### src/verilog/adcmo_pkg.sv
// Shared constants, encodings and carrier types of the converter output control block.
package adcmo_pkg;
  // Width of the parallel sample word.
  localparam int ADCMO_DATA_W = 11;
  // Index of the most significant data bit.
  localparam int ADCMO_MSB = ADCMO_DATA_W - 1;
  // System clock rate in MHz.
  localparam int ADCMO_SYS_MHZ = 10;
  // Encode cycles the stabilizer needs to relock after a long stop.
  localparam logic [7:0] ADCMO_DCS_LOCK_CYCLES = 8'h64;
  // Encode cycles of recovery after nap.
  localparam logic [7:0] ADCMO_NAP_RECOVER_CYCLES = 8'h64;
  // Time without an encode edge that counts as a stopped clock, in microseconds.
  localparam int ADCMO_STOP_US = 10;
  // System cycles without an encode edge that count as a stopped clock.
  localparam logic [7:0] ADCMO_STOP_CYCLES = 8'(ADCMO_STOP_US * ADCMO_SYS_MHZ);
  // Recovery time after sleep, in milliseconds.
  localparam int ADCMO_SLEEP_RECOVER_MS = 1;
  // Saturation value of the encode period counter.
  localparam logic [7:0] ADCMO_PERIOD_MAX = 8'hFF;
  // Two-bit codes of the four mode input levels.
  localparam logic [1:0] ADCMO_MODE_GND = 2'h0;
  localparam logic [1:0] ADCMO_MODE_THIRD = 2'h1;
  localparam logic [1:0] ADCMO_MODE_TWO_THIRDS = 2'h2;
  localparam logic [1:0] ADCMO_MODE_SUPPLY = 2'h3;
  // Depth of the sample buffer.
  localparam int ADCMO_BUF_DEPTH = 2;

  // Power states, Gray coded along run, nap, sleep and wake.
  typedef enum logic [1:0] {
    ADCMO_RUN = 2'h0,
    ADCMO_NAP = 2'h1,
    ADCMO_SLEEP = 2'h3,
    ADCMO_WAKE = 2'h2
  } adcmo_power_t;

  // One converted sample with its over-range flag.
  typedef struct packed {
    logic over_range;
    logic [ADCMO_DATA_W-1:0] code;
  } adcmo_word_t;
endpackage

### src/verilog/adcmo_core.sv
// Output, mode and power control of the pipelined sampling converter.
//
// Summary of operation
// - Stabilizer samples encode rise, makes own fall.
// - Stabilizer accepts 20-80 percent, keeps 50 percent.
// - After long stop, relock takes 100 cycles.
// - Mode level picks offset binary or two's complement.
// - Middle mode levels enable the stabilizer.
// - Over-range flag high when input out of range.
// - Data-ready clock is delayed encode clock.
// - Data changes on the same edge the data-ready clock rises.
// - Output enable high floats data, flag, clock.
// - Power-down low means normal operation.
// - Power-down and enable high gives sleep.
// - After sleep, samples invalid for milliseconds.
// - Power-down high, enable low gives nap.
// - Sleep and nap float every digital output.
`timescale 1ns/1ps
module adcmo_core
  import adcmo_pkg::*;
#(
  // Sleep recovery in system cycles; shorten in simulation.
  parameter int SLEEP_RECOVER_CYCLES = ADCMO_SLEEP_RECOVER_MS * 1000 * ADCMO_SYS_MHZ
) (
  // Clock and reset.
  input wire logic sys_clk,
  input wire logic rst_n,
  // Encode clock pins.
  input wire logic encode_clock_pos,
  input wire logic encode_clock_neg,
  // Static control pins.
  input wire logic [1:0] mode_level,
  input wire logic power_down_select,
  input wire logic output_enable_n,
  // Quantizer result, same clock domain.
  input wire adcmo_word_t conv_word,
  input wire logic conv_valid,
  output logic conv_ready,
  // Receiver back-pressure pin.
  input wire logic out_ready,
  // Parallel output pins with their enables.
  output logic [ADCMO_DATA_W-1:0] sample_data,
  output logic sample_data_oe,
  output logic over_range_flag,
  output logic over_range_oe,
  output logic data_ready_clock,
  output logic data_ready_oe,
  // Status.
  output logic dcs_locked,
  output adcmo_power_t power_state
);

  // Synchroniser stages for every pin input; first stages feed only second stages.
  logic [6:0] pin_s1_q;
  logic [6:0] pin_s2_q;
  always_ff @(posedge sys_clk) begin
    pin_s1_q <= {encode_clock_pos, encode_clock_neg, mode_level, power_down_select, output_enable_n, out_ready};
    pin_s2_q <= pin_s1_q;
  end

  // Named views of the synchronised pins.
  wire pos_s = pin_s2_q[6];
  wire neg_s = pin_s2_q[5];
  wire [1:0] mode_s = pin_s2_q[4:3];
  wire pd_s = pin_s2_q[2];
  wire oe_n_s = pin_s2_q[1];
  wire rdy_s = pin_s2_q[0];

  // Decoded mode: format from the upper half, stabilizer from the middle levels.
  wire fmt_twos = (mode_s == ADCMO_MODE_TWO_THIRDS) || (mode_s == ADCMO_MODE_SUPPLY);
  wire dcs_sel = (mode_s == ADCMO_MODE_THIRD) || (mode_s == ADCMO_MODE_TWO_THIRDS);

  // Registered mode decode.
  logic dcs_en_q;
  logic fmt_twos_q;
  always_ff @(posedge sys_clk) begin
    if (!rst_n) begin
      dcs_en_q <= 1'b0;
      fmt_twos_q <= 1'b0;
    end else begin
      dcs_en_q <= dcs_sel;
      fmt_twos_q <= fmt_twos;
    end
  end

  // Encode level: differential when the stabilizer is off, positive pin alone when on.
  wire enc_diff = pos_s & ~neg_s;
  logic enc_diff_q;
  logic pos_q;
  always_ff @(posedge sys_clk) begin
    if (!rst_n) begin
      enc_diff_q <= 1'b0;
      pos_q <= 1'b0;
    end else begin
      enc_diff_q <= enc_diff;
      pos_q <= pos_s;
    end
  end
  wire pos_rise = pos_s & ~pos_q;
  wire diff_rise = enc_diff & ~enc_diff_q;
  // With the stabilizer only the rising edge of the positive pin counts; its fall is ignored.
  wire enc_rise = dcs_en_q ? pos_rise : diff_rise;

  // Period measurement between rises and stop detection.
  logic [7:0] per_cnt_q;
  logic [7:0] half_q;
  logic [7:0] lock_cnt_q;
  logic locked_q;
  wire per_sat = (per_cnt_q == ADCMO_PERIOD_MAX);
  wire clk_stopped = (per_cnt_q >= ADCMO_STOP_CYCLES);
  always_ff @(posedge sys_clk) begin
    if (!rst_n) begin
      per_cnt_q <= 8'h00;
      half_q <= 8'h00;
    end else if (enc_rise) begin
      per_cnt_q <= 8'h00;
      half_q <= {1'b0, per_cnt_q[7:1]};
    end else if (!per_sat) begin
      per_cnt_q <= per_cnt_q + 8'h01;
    end
  end

  // Lock counter: a stopped clock drops lock; relock needs the full count of rises.
  always_ff @(posedge sys_clk) begin
    if (!rst_n) begin
      lock_cnt_q <= 8'h00;
      locked_q <= 1'b0;
    end else if (clk_stopped) begin
      lock_cnt_q <= 8'h00;
      locked_q <= 1'b0;
    end else if (enc_rise && !locked_q) begin
      lock_cnt_q <= lock_cnt_q + 8'h01;
      locked_q <= (lock_cnt_q + 8'h01 >= ADCMO_DCS_LOCK_CYCLES);
    end
  end
  // Sampling is valid without the stabilizer, or once it has locked.
  wire timing_ok = !dcs_en_q || locked_q;

  // Internal clock: stabilized form is high for half the measured period.
  logic int_clk_q;
  wire half_done = (per_cnt_q >= half_q);
  always_ff @(posedge sys_clk) begin
    if (!rst_n) begin
      int_clk_q <= 1'b0;
    end else if (enc_rise) begin
      int_clk_q <= 1'b1;
    end else if (dcs_en_q) begin
      int_clk_q <= int_clk_q & ~half_done;
    end else begin
      int_clk_q <= enc_diff;
    end
  end

  // Power mode decode.
  wire want_sleep = pd_s & oe_n_s;
  wire want_nap = pd_s & ~oe_n_s;
  adcmo_power_t pstate_q;
  adcmo_power_t pstate_d;
  logic [31:0] wake_cnt_q;
  logic from_sleep_q;
  wire [31:0] wake_goal = from_sleep_q ? 32'(SLEEP_RECOVER_CYCLES) : 32'(ADCMO_NAP_RECOVER_CYCLES);
  wire wake_done = (wake_cnt_q >= wake_goal);

  // Power state selection.
  always_comb begin
    pstate_d = pstate_q;
    case (pstate_q)
      ADCMO_RUN: begin
        if (want_sleep) begin
          pstate_d = ADCMO_SLEEP;
        end else if (want_nap) begin
          pstate_d = ADCMO_NAP;
        end
      end
      ADCMO_NAP, ADCMO_SLEEP: begin
        if (!pd_s) begin
          pstate_d = ADCMO_WAKE;
        end else if (want_sleep) begin
          pstate_d = ADCMO_SLEEP;
        end else begin
          pstate_d = ADCMO_NAP;
        end
      end
      ADCMO_WAKE: begin
        if (pd_s) begin
          pstate_d = want_sleep ? ADCMO_SLEEP : ADCMO_NAP;
        end else if (wake_done) begin
          pstate_d = ADCMO_RUN;
        end
      end
      default: begin
        pstate_d = ADCMO_RUN;
      end
    endcase
  end

  // Power state register and recovery counting.
  always_ff @(posedge sys_clk) begin
    if (!rst_n) begin
      pstate_q <= ADCMO_RUN;
      from_sleep_q <= 1'b0;
      wake_cnt_q <= 32'h0000_0000;
    end else begin
      pstate_q <= pstate_d;
      if (pstate_q == ADCMO_SLEEP) begin
        from_sleep_q <= 1'b1;
      end else if (pstate_q == ADCMO_NAP) begin
        from_sleep_q <= 1'b0;
      end
      if (pstate_q != ADCMO_WAKE) begin
        wake_cnt_q <= 32'h0000_0000;
      end else if (from_sleep_q || enc_rise) begin
        // Sleep recovery counts system cycles; nap recovery counts encode cycles.
        wake_cnt_q <= wake_cnt_q + 32'h0000_0001;
      end
    end
  end

  // Sample push: only on a sampling edge, in run, with valid timing.
  wire running = (pstate_q == ADCMO_RUN);
  logic [1:0] count_q;
  wire buf_in_ready = (count_q != 2'(ADCMO_BUF_DEPTH));
  wire push = enc_rise && running && timing_ok && conv_valid && buf_in_ready;
  // Formatted word: two's complement is offset binary with the MSB inverted.
  adcmo_word_t push_word;
  assign push_word.over_range = conv_word.over_range;
  assign push_word.code = {conv_word.code[ADCMO_MSB] ^ fmt_twos_q, conv_word.code[ADCMO_MSB-1:0]};

  // Data-ready clock: internal clock delayed one cycle; its rise pops the buffer.
  logic drc_q;
  wire drc_rise = int_clk_q & ~drc_q;
  wire pop = drc_rise && running && rdy_s && (count_q != 2'h0);

  // Two-entry buffer storage and indices.
  adcmo_word_t slot_q [ADCMO_BUF_DEPTH];
  logic wr_idx_q;
  logic rd_idx_q;
  always_ff @(posedge sys_clk) begin
    if (!rst_n) begin
      wr_idx_q <= 1'b0;
      rd_idx_q <= 1'b0;
      count_q <= 2'h0;
    end else begin
      if (push) begin
        slot_q[wr_idx_q] <= push_word;
        wr_idx_q <= ~wr_idx_q;
      end
      if (pop) begin
        rd_idx_q <= ~rd_idx_q;
      end
      count_q <= count_q + {1'b0, push} - {1'b0, pop};
    end
  end

  // Output drive: data changes on the same edge the data-ready clock rises.
  logic [ADCMO_DATA_W-1:0] data_q;
  logic of_q;
  logic oe_q;
  logic ready_q;
  wire drive_on = running && !oe_n_s;
  always_ff @(posedge sys_clk) begin
    if (!rst_n) begin
      drc_q <= 1'b0;
      data_q <= {ADCMO_DATA_W{1'b0}};
      of_q <= 1'b0;
      oe_q <= 1'b0;
      ready_q <= 1'b0;
    end else begin
      drc_q <= int_clk_q;
      oe_q <= drive_on;
      ready_q <= (count_q == 2'h0) || ((count_q == 2'h1) && !push);
      if (pop) begin
        data_q <= slot_q[rd_idx_q].code;
        of_q <= slot_q[rd_idx_q].over_range;
      end
    end
  end

  // Port drive, all from flip-flops.
  assign sample_data = data_q;
  assign over_range_flag = of_q;
  assign data_ready_clock = drc_q;
  assign sample_data_oe = oe_q;
  assign over_range_oe = oe_q;
  assign data_ready_oe = oe_q;
  assign conv_ready = ready_q;
  assign dcs_locked = locked_q;
  assign power_state = pstate_q;

  // Checks on the block's own behaviour.
  // Format: lower bits pass unchanged, the MSB flips only for the two upper mode levels.
  fmt_msb_a: assert property (@(posedge sys_clk) disable iff (!rst_n)
    (push && $past(rst_n)) |-> (push_word.code[ADCMO_MSB-1:0] == conv_word.code[ADCMO_MSB-1:0]) &&
      ((push_word.code[ADCMO_MSB] != conv_word.code[ADCMO_MSB]) == $past(mode_s[1])))
    else $error("sample format does not follow mode");
  // The stabilizer is on exactly for the two middle mode levels, one cycle after the synchronised level.
  dcs_mode_a: assert property (@(posedge sys_clk) disable iff (!rst_n)
    rst_n |=> dcs_en_q == (($past(mode_s) == ADCMO_MODE_THIRD) || ($past(mode_s) == ADCMO_MODE_TWO_THIRDS)))
    else $error("stabilizer enable does not follow mode");
  fmt_mode_a: assert property (@(posedge sys_clk) disable iff (!rst_n)
    (mode_s == ADCMO_MODE_THIRD) [*2] |-> !fmt_twos_q)
    else $error("one-third level must give offset binary");
  oe_hiz_a: assert property (@(posedge sys_clk) disable iff (!rst_n)
    oe_n_s |=> !sample_data_oe && !over_range_oe && !data_ready_oe)
    else $error("outputs driven while enable high");
  power_hiz_a: assert property (@(posedge sys_clk) disable iff (!rst_n)
    (pstate_q == ADCMO_SLEEP || pstate_q == ADCMO_NAP) |=> !sample_data_oe)
    else $error("outputs driven in power mode");
  sleep_entry_a: assert property (@(posedge sys_clk) disable iff (!rst_n)
    (running && pd_s && oe_n_s) |=> pstate_q == ADCMO_SLEEP)
    else $error("sleep not entered");
  nap_entry_a: assert property (@(posedge sys_clk) disable iff (!rst_n)
    (running && pd_s && !oe_n_s) |=> pstate_q == ADCMO_NAP)
    else $error("nap not entered");
  run_hold_a: assert property (@(posedge sys_clk) disable iff (!rst_n)
    (running && !pd_s) |=> running)
    else $error("left run with power-down low");
  wake_discard_a: assert property (@(posedge sys_clk) disable iff (!rst_n)
    (pstate_q == ADCMO_WAKE) |-> !push)
    else $error("sample accepted during recovery");
  drc_update_a: assert property (@(posedge sys_clk) disable iff (!rst_n)
    pop |=> $rose(data_ready_clock) && (sample_data == $past(slot_q[rd_idx_q].code)))
    else $error("data not updated with data-ready rise");
  relock_a: assert property (@(posedge sys_clk) disable iff (!rst_n)
    $fell(locked_q) |-> !locked_q [*8])
    else $error("stabilizer relocked too soon");
  drc_delay_a: assert property (@(posedge sys_clk) disable iff (!rst_n)
    $rose(int_clk_q) |=> data_ready_clock)
    else $error("data-ready clock not following encode");
  // The flag must leave the buffer together with the code it belongs to.
  of_pass_a: assert property (@(posedge sys_clk) disable iff (!rst_n)
    pop |=> over_range_flag == $past(slot_q[rd_idx_q].over_range))
    else $error("over-range flag not sent with its word");
  // With the stabilizer on, only a rise of the positive pin may start a sample.
  dcs_fall_a: assert property (@(posedge sys_clk) disable iff (!rst_n)
    (dcs_en_q && !(pos_s && !pos_q)) |-> !enc_rise)
    else $error("stabilizer took an edge other than the positive rise");
endmodule

### config.mk
export PLATFORM = sky130hd
export DESIGN_NAME = adcmo_core
export DESIGN_NICKNAME = d
export VERILOG_FILES = /design/src/verilog/adcmo_pkg.sv /design/src/verilog/adcmo_core.sv
export SDC_FILE = /design/constraint.sdc
export NUM_CORES = 1
export LEC_CHECK = 0
export BUFFER_PORTS_ARGS = -buffer_cell sky130_fd_sc_hd__buf_2
export CORE_ASPECT_RATIO = 1.75
export CORE_MARGIN = 2
export CORE_UTILIZATION = 40
export CTS_CLUSTER_DIAMETER = 30
export DETAILED_ROUTE_END_ITERATION = 10
export GPL_TIMING_DRIVEN = 0
export HOLD_SLACK_MARGIN = 0.08
export PLACE_DENSITY = 0.69
export SLEW_MARGIN = 25
export SYNTH_ARGS = -nofsm -noshare
export SYNTH_HDL_FRONTEND = slang
export SYNTH_SLANG_ARGS = --single-unit
### constraint.sdc
create_clock -name sys_clk -period 2.31 [get_ports sys_clk]
set_input_delay 0.3465 -clock sys_clk [delete_from_list [all_inputs] [get_ports sys_clk]]
set_output_delay 0.3465 -clock sys_clk [all_outputs]
set_load 0.02 [all_outputs]
==> out/metrics.yaml <==
status:
  status: "finished clean"
cts:
  path_clk_slew_ps: 70
  cts_made_buffers: 17
  cts_tree: "done"
  worstSkewPairLatency_ps: 420
  root_buffer: "clkbuf_16"
  cts_num_sinks: 121
  cts_buffer_depth: 2
  cts_max_level: 4
setup_path:
  path_max_fanout: 9
  crit_type: "flop to flop"
  r2r-start: "pin_s2_q[5]"
  cp-startpoint: "pin_s2_q[5]"
  arrival_ps: 2490
  cpMaxStageDelayCell: "or3_2"
  max_stage_delay_ps: 440
  cp-start-kind: "flop"
  crit_family: "simple AND/OR/NAND/NOR gates"
  critPathCaptureType: "flop"
  crit_buf_inv: 1
  path_cells: "nor3_1 > o21a_1 > o2111ai_1 > or2_2 > clkbuf_1 > or3_2 > a21oi_1"
  cp.required_ps: 2650
placement:
  hpwl_um: 7460
  gp_congestion: 0.777
  portBuffers: 41
  place_area_sq_um: 5580
grt:
  grt_max_degree: 17
  track_usage_pct: 15.9
  antenna_found_initial: 0
  overflow: 0
  grt_pass1_vias: 3897
  grt_pass1_wl_um: 17700
logic_synthesis:
  synth-warning-count: 0
  synthMuxAreaShare_pct: 2.74
  synth_compound_area_share_pct: 9.43
  synth_top_family_by_area: "simple AND/OR/NAND/NOR gates"
  netlist_area_sq_um: 5160
  ys_ff_latch: 121
  async_reset_ff_share_pct: 0
  synth_flop_cell: "dfxtp_1"
  syn_inst: 513
  synth_edf_count: 24
  synth_adder_area_share_pct: 6.06
  yosysUniqueCellTypes: 53
  synth_xor_area_share_pct: 7.13
  synth.net_count: 560
  avgSynthCellArea_sq_um: 10.1
  synth-seq-area-share_pct: 51.6
  synthSimpleGateAreaFrac_pct: 19.7
run:
  drv_cap: 0
drt:
  drtIter0Drc: 190
  vias: 3853
  drc: 0
  drtAntennaViolNets: 0
  wirelength_um: 10500
  wl_per_cell_um: 13.7
  routed_via_density: 5.05
  drtPass1Iterations: 4
floorplanning:
  fp.dieW_um: 89.9
  num_io_pins: 42
  row_count: 54
  die_area_sq_um: 13900
  core_sq_um: 12600
  dieHeight_um: 154
  start_util_pct: 41.1
sta:
  hold_slack_ps: 119
  max_slew_margin_pct: 51.0
  drv_slew: 0
  hold_violations: 0
  max_freq_ghz: 0.466
  fin_crit_ps: 2150
  worstMarginPinSlew_ps: 734
  rsz0062_at_grt: "false"
  skew_ps: 10.7
  setup_violations: 0
  layout_worst_path_cycle_share_pct: 92.9
min_path:
  holdCritPathClass: "primary input to flop"
  hp-start: "conv_word[8]"
power:
  powerDensity_nw_per_um2: 806
  peakVddDrop_mv: 0.512
  p_leak_nw: 2.49
finish:
  final_cell_area_sq_um: 6300
  antenna_cells: 0
  drive_gt1_share_pct: 16.3
  area_growth_pct: 22.0
  nets: 629
## sequential cells by signal, summed over array words and instances (netlist names)
signal,flops
conv_ready,1
count_q,2
data_ready_clock,1
data_ready_oe,1
dcs_en_q,1
dcs_locked,1
enc_diff_q,1
fmt_twos_q,1
from_sleep_q,1
half_q,7
int_clk_q,1
lock_cnt_q,8
over_range_flag,1
per_cnt_q,8
pin_s1_q,7
pin_s2_q,7
pos_q,1
power_state,2
rd_idx_q,1
sample_data,11
slot_q,24
wake_cnt_q,32
wr_idx_q,1
## timing repair
action                     4_1_cts  5_1_grt
setup endpoints to repair       26       17
gates resized for setup          6        4
hold buffers                     7        0
setup buffers                    2        0
hold endpoints to repair         7        0
pin swaps                        2        0
## where the power goes
group / total [mW] / switching (mW) / internal, mW
Clock: 2.66 / 1.04 / 1.63
Combinational: 0.185 / 0.108 / 0.0777
Sequential: 2.23 / 0.0355 / 2.19
## metrics by stage
stage          worst slack [ps]  util (%)  power [mW]  setup TNS, ps  cells
6_report                    164      50.1        5.08              0    763
5_1_grt                    17.9      50.1        5.25              0    763
4_1_cts                    18.2      50.0        5.13              0    763
3_5_place_dp               -403      44.4        2.44          -6350    722
3_3_place_gp               -383      44.4        2.44          -6100    722
2_1_floorplan              96.4         -        2.37              0    513
## cell families after synthesis
group | count (synthesis)
and+or+nand+nor | 198
xor gates and xnor gates | 42
adders and majority gates | 25
muxes | 14
DFF | 121
buffers and inverters | 42
AOI/OAI and AO/OA | 71
## synthesized netlist by cell type, drive strengths merged (2+ instances only)
cell    number  share of area, %
dfxtp       97                38
nand2       57               4.1
nor2        49               3.6
ha          25               6.1
edfxtp      24                14
inv         22               1.6
xnor2       22               3.7
xor2        20               3.4
a21oi       16               1.6
o21ai       16               1.6
clkbuf      15               1.1
nor3        15               1.6
nand4       14               1.9
mux2i       13               2.5
o211a       12               2.3
and3         9               1.1
a21boi       8               1.2
nand3        8              0.78
and2         7              0.85
nor4         7               1.1
or3          7              0.87
nor2b        6              0.73
buf          5              0.68
nand3b       5              0.73
nor3b        4              0.78
a211oi       3              0.44
a21o         3              0.44
a31oi        3              0.36
nand2b       3              0.36
o21a         3              0.44
and4         2              0.39
nor4b        2              0.34
## layer usage
layer / share of wire (%) / vias to the layer above / GRT usage, %
met2: 55 / 60 / 30.2
met5: 0 / - / 0
met4: 1.3 / 0 / 6.52
li1: - / 1930 / -
met3: 3.3 / 10 / 4.92
met1: 40 / 1853 / 16.0
## final cells by class
cell class / count / area (sq um)
fill: 1155 / 6270
sequential: 121 / 2670
multi-input combinational: 350 / 2360
clock buffer: 17 / 425
timing repair buffer: 50 / 290
tap: 168 / 210
clock inverter: 15 / 174
buffer: 20 / 95.1
inverter: 22 / 82.6
## placed cells by master (no fill, tap or decap), drive strengths merged, types with 4 or more instances in the layout
| cell type | count |
|---|---|
| and3 | 9 |
| nor2b | 6 |
| dfxtp | 97 |
| buf | 48 |
| a21boi | 8 |
| or3 | 7 |
| edfxtp | 24 |
| xor2 | 20 |
| dlygate4sd3 | 7 |
| nor3 | 15 |
| nand4 | 14 |
| inv | 32 |
| nor4 | 7 |
| ha | 25 |
| nor3b | 4 |
| nor2 | 49 |
| a21oi | 16 |
| o21ai | 16 |
| nand2 | 57 |
| mux2i | 13 |
| and2 | 7 |
| o211a | 12 |
| xnor2 | 22 |
| nand3b | 5 |
| nand3 | 8 |
| clkbuf | 32 |
## final timing paths
path / slack [ps] / end / cells after the start
setup / recovery: 160 / wake_cnt_q[18] / 7
hold / removal: 120 / slot_q[0][8] / 1
setup reg to reg: 160 / wake_cnt_q[18] / 7
hold reg to reg: 330 / pin_s2_q[2] / 0
Note: power is estimated with default switching activity, not from simulation.
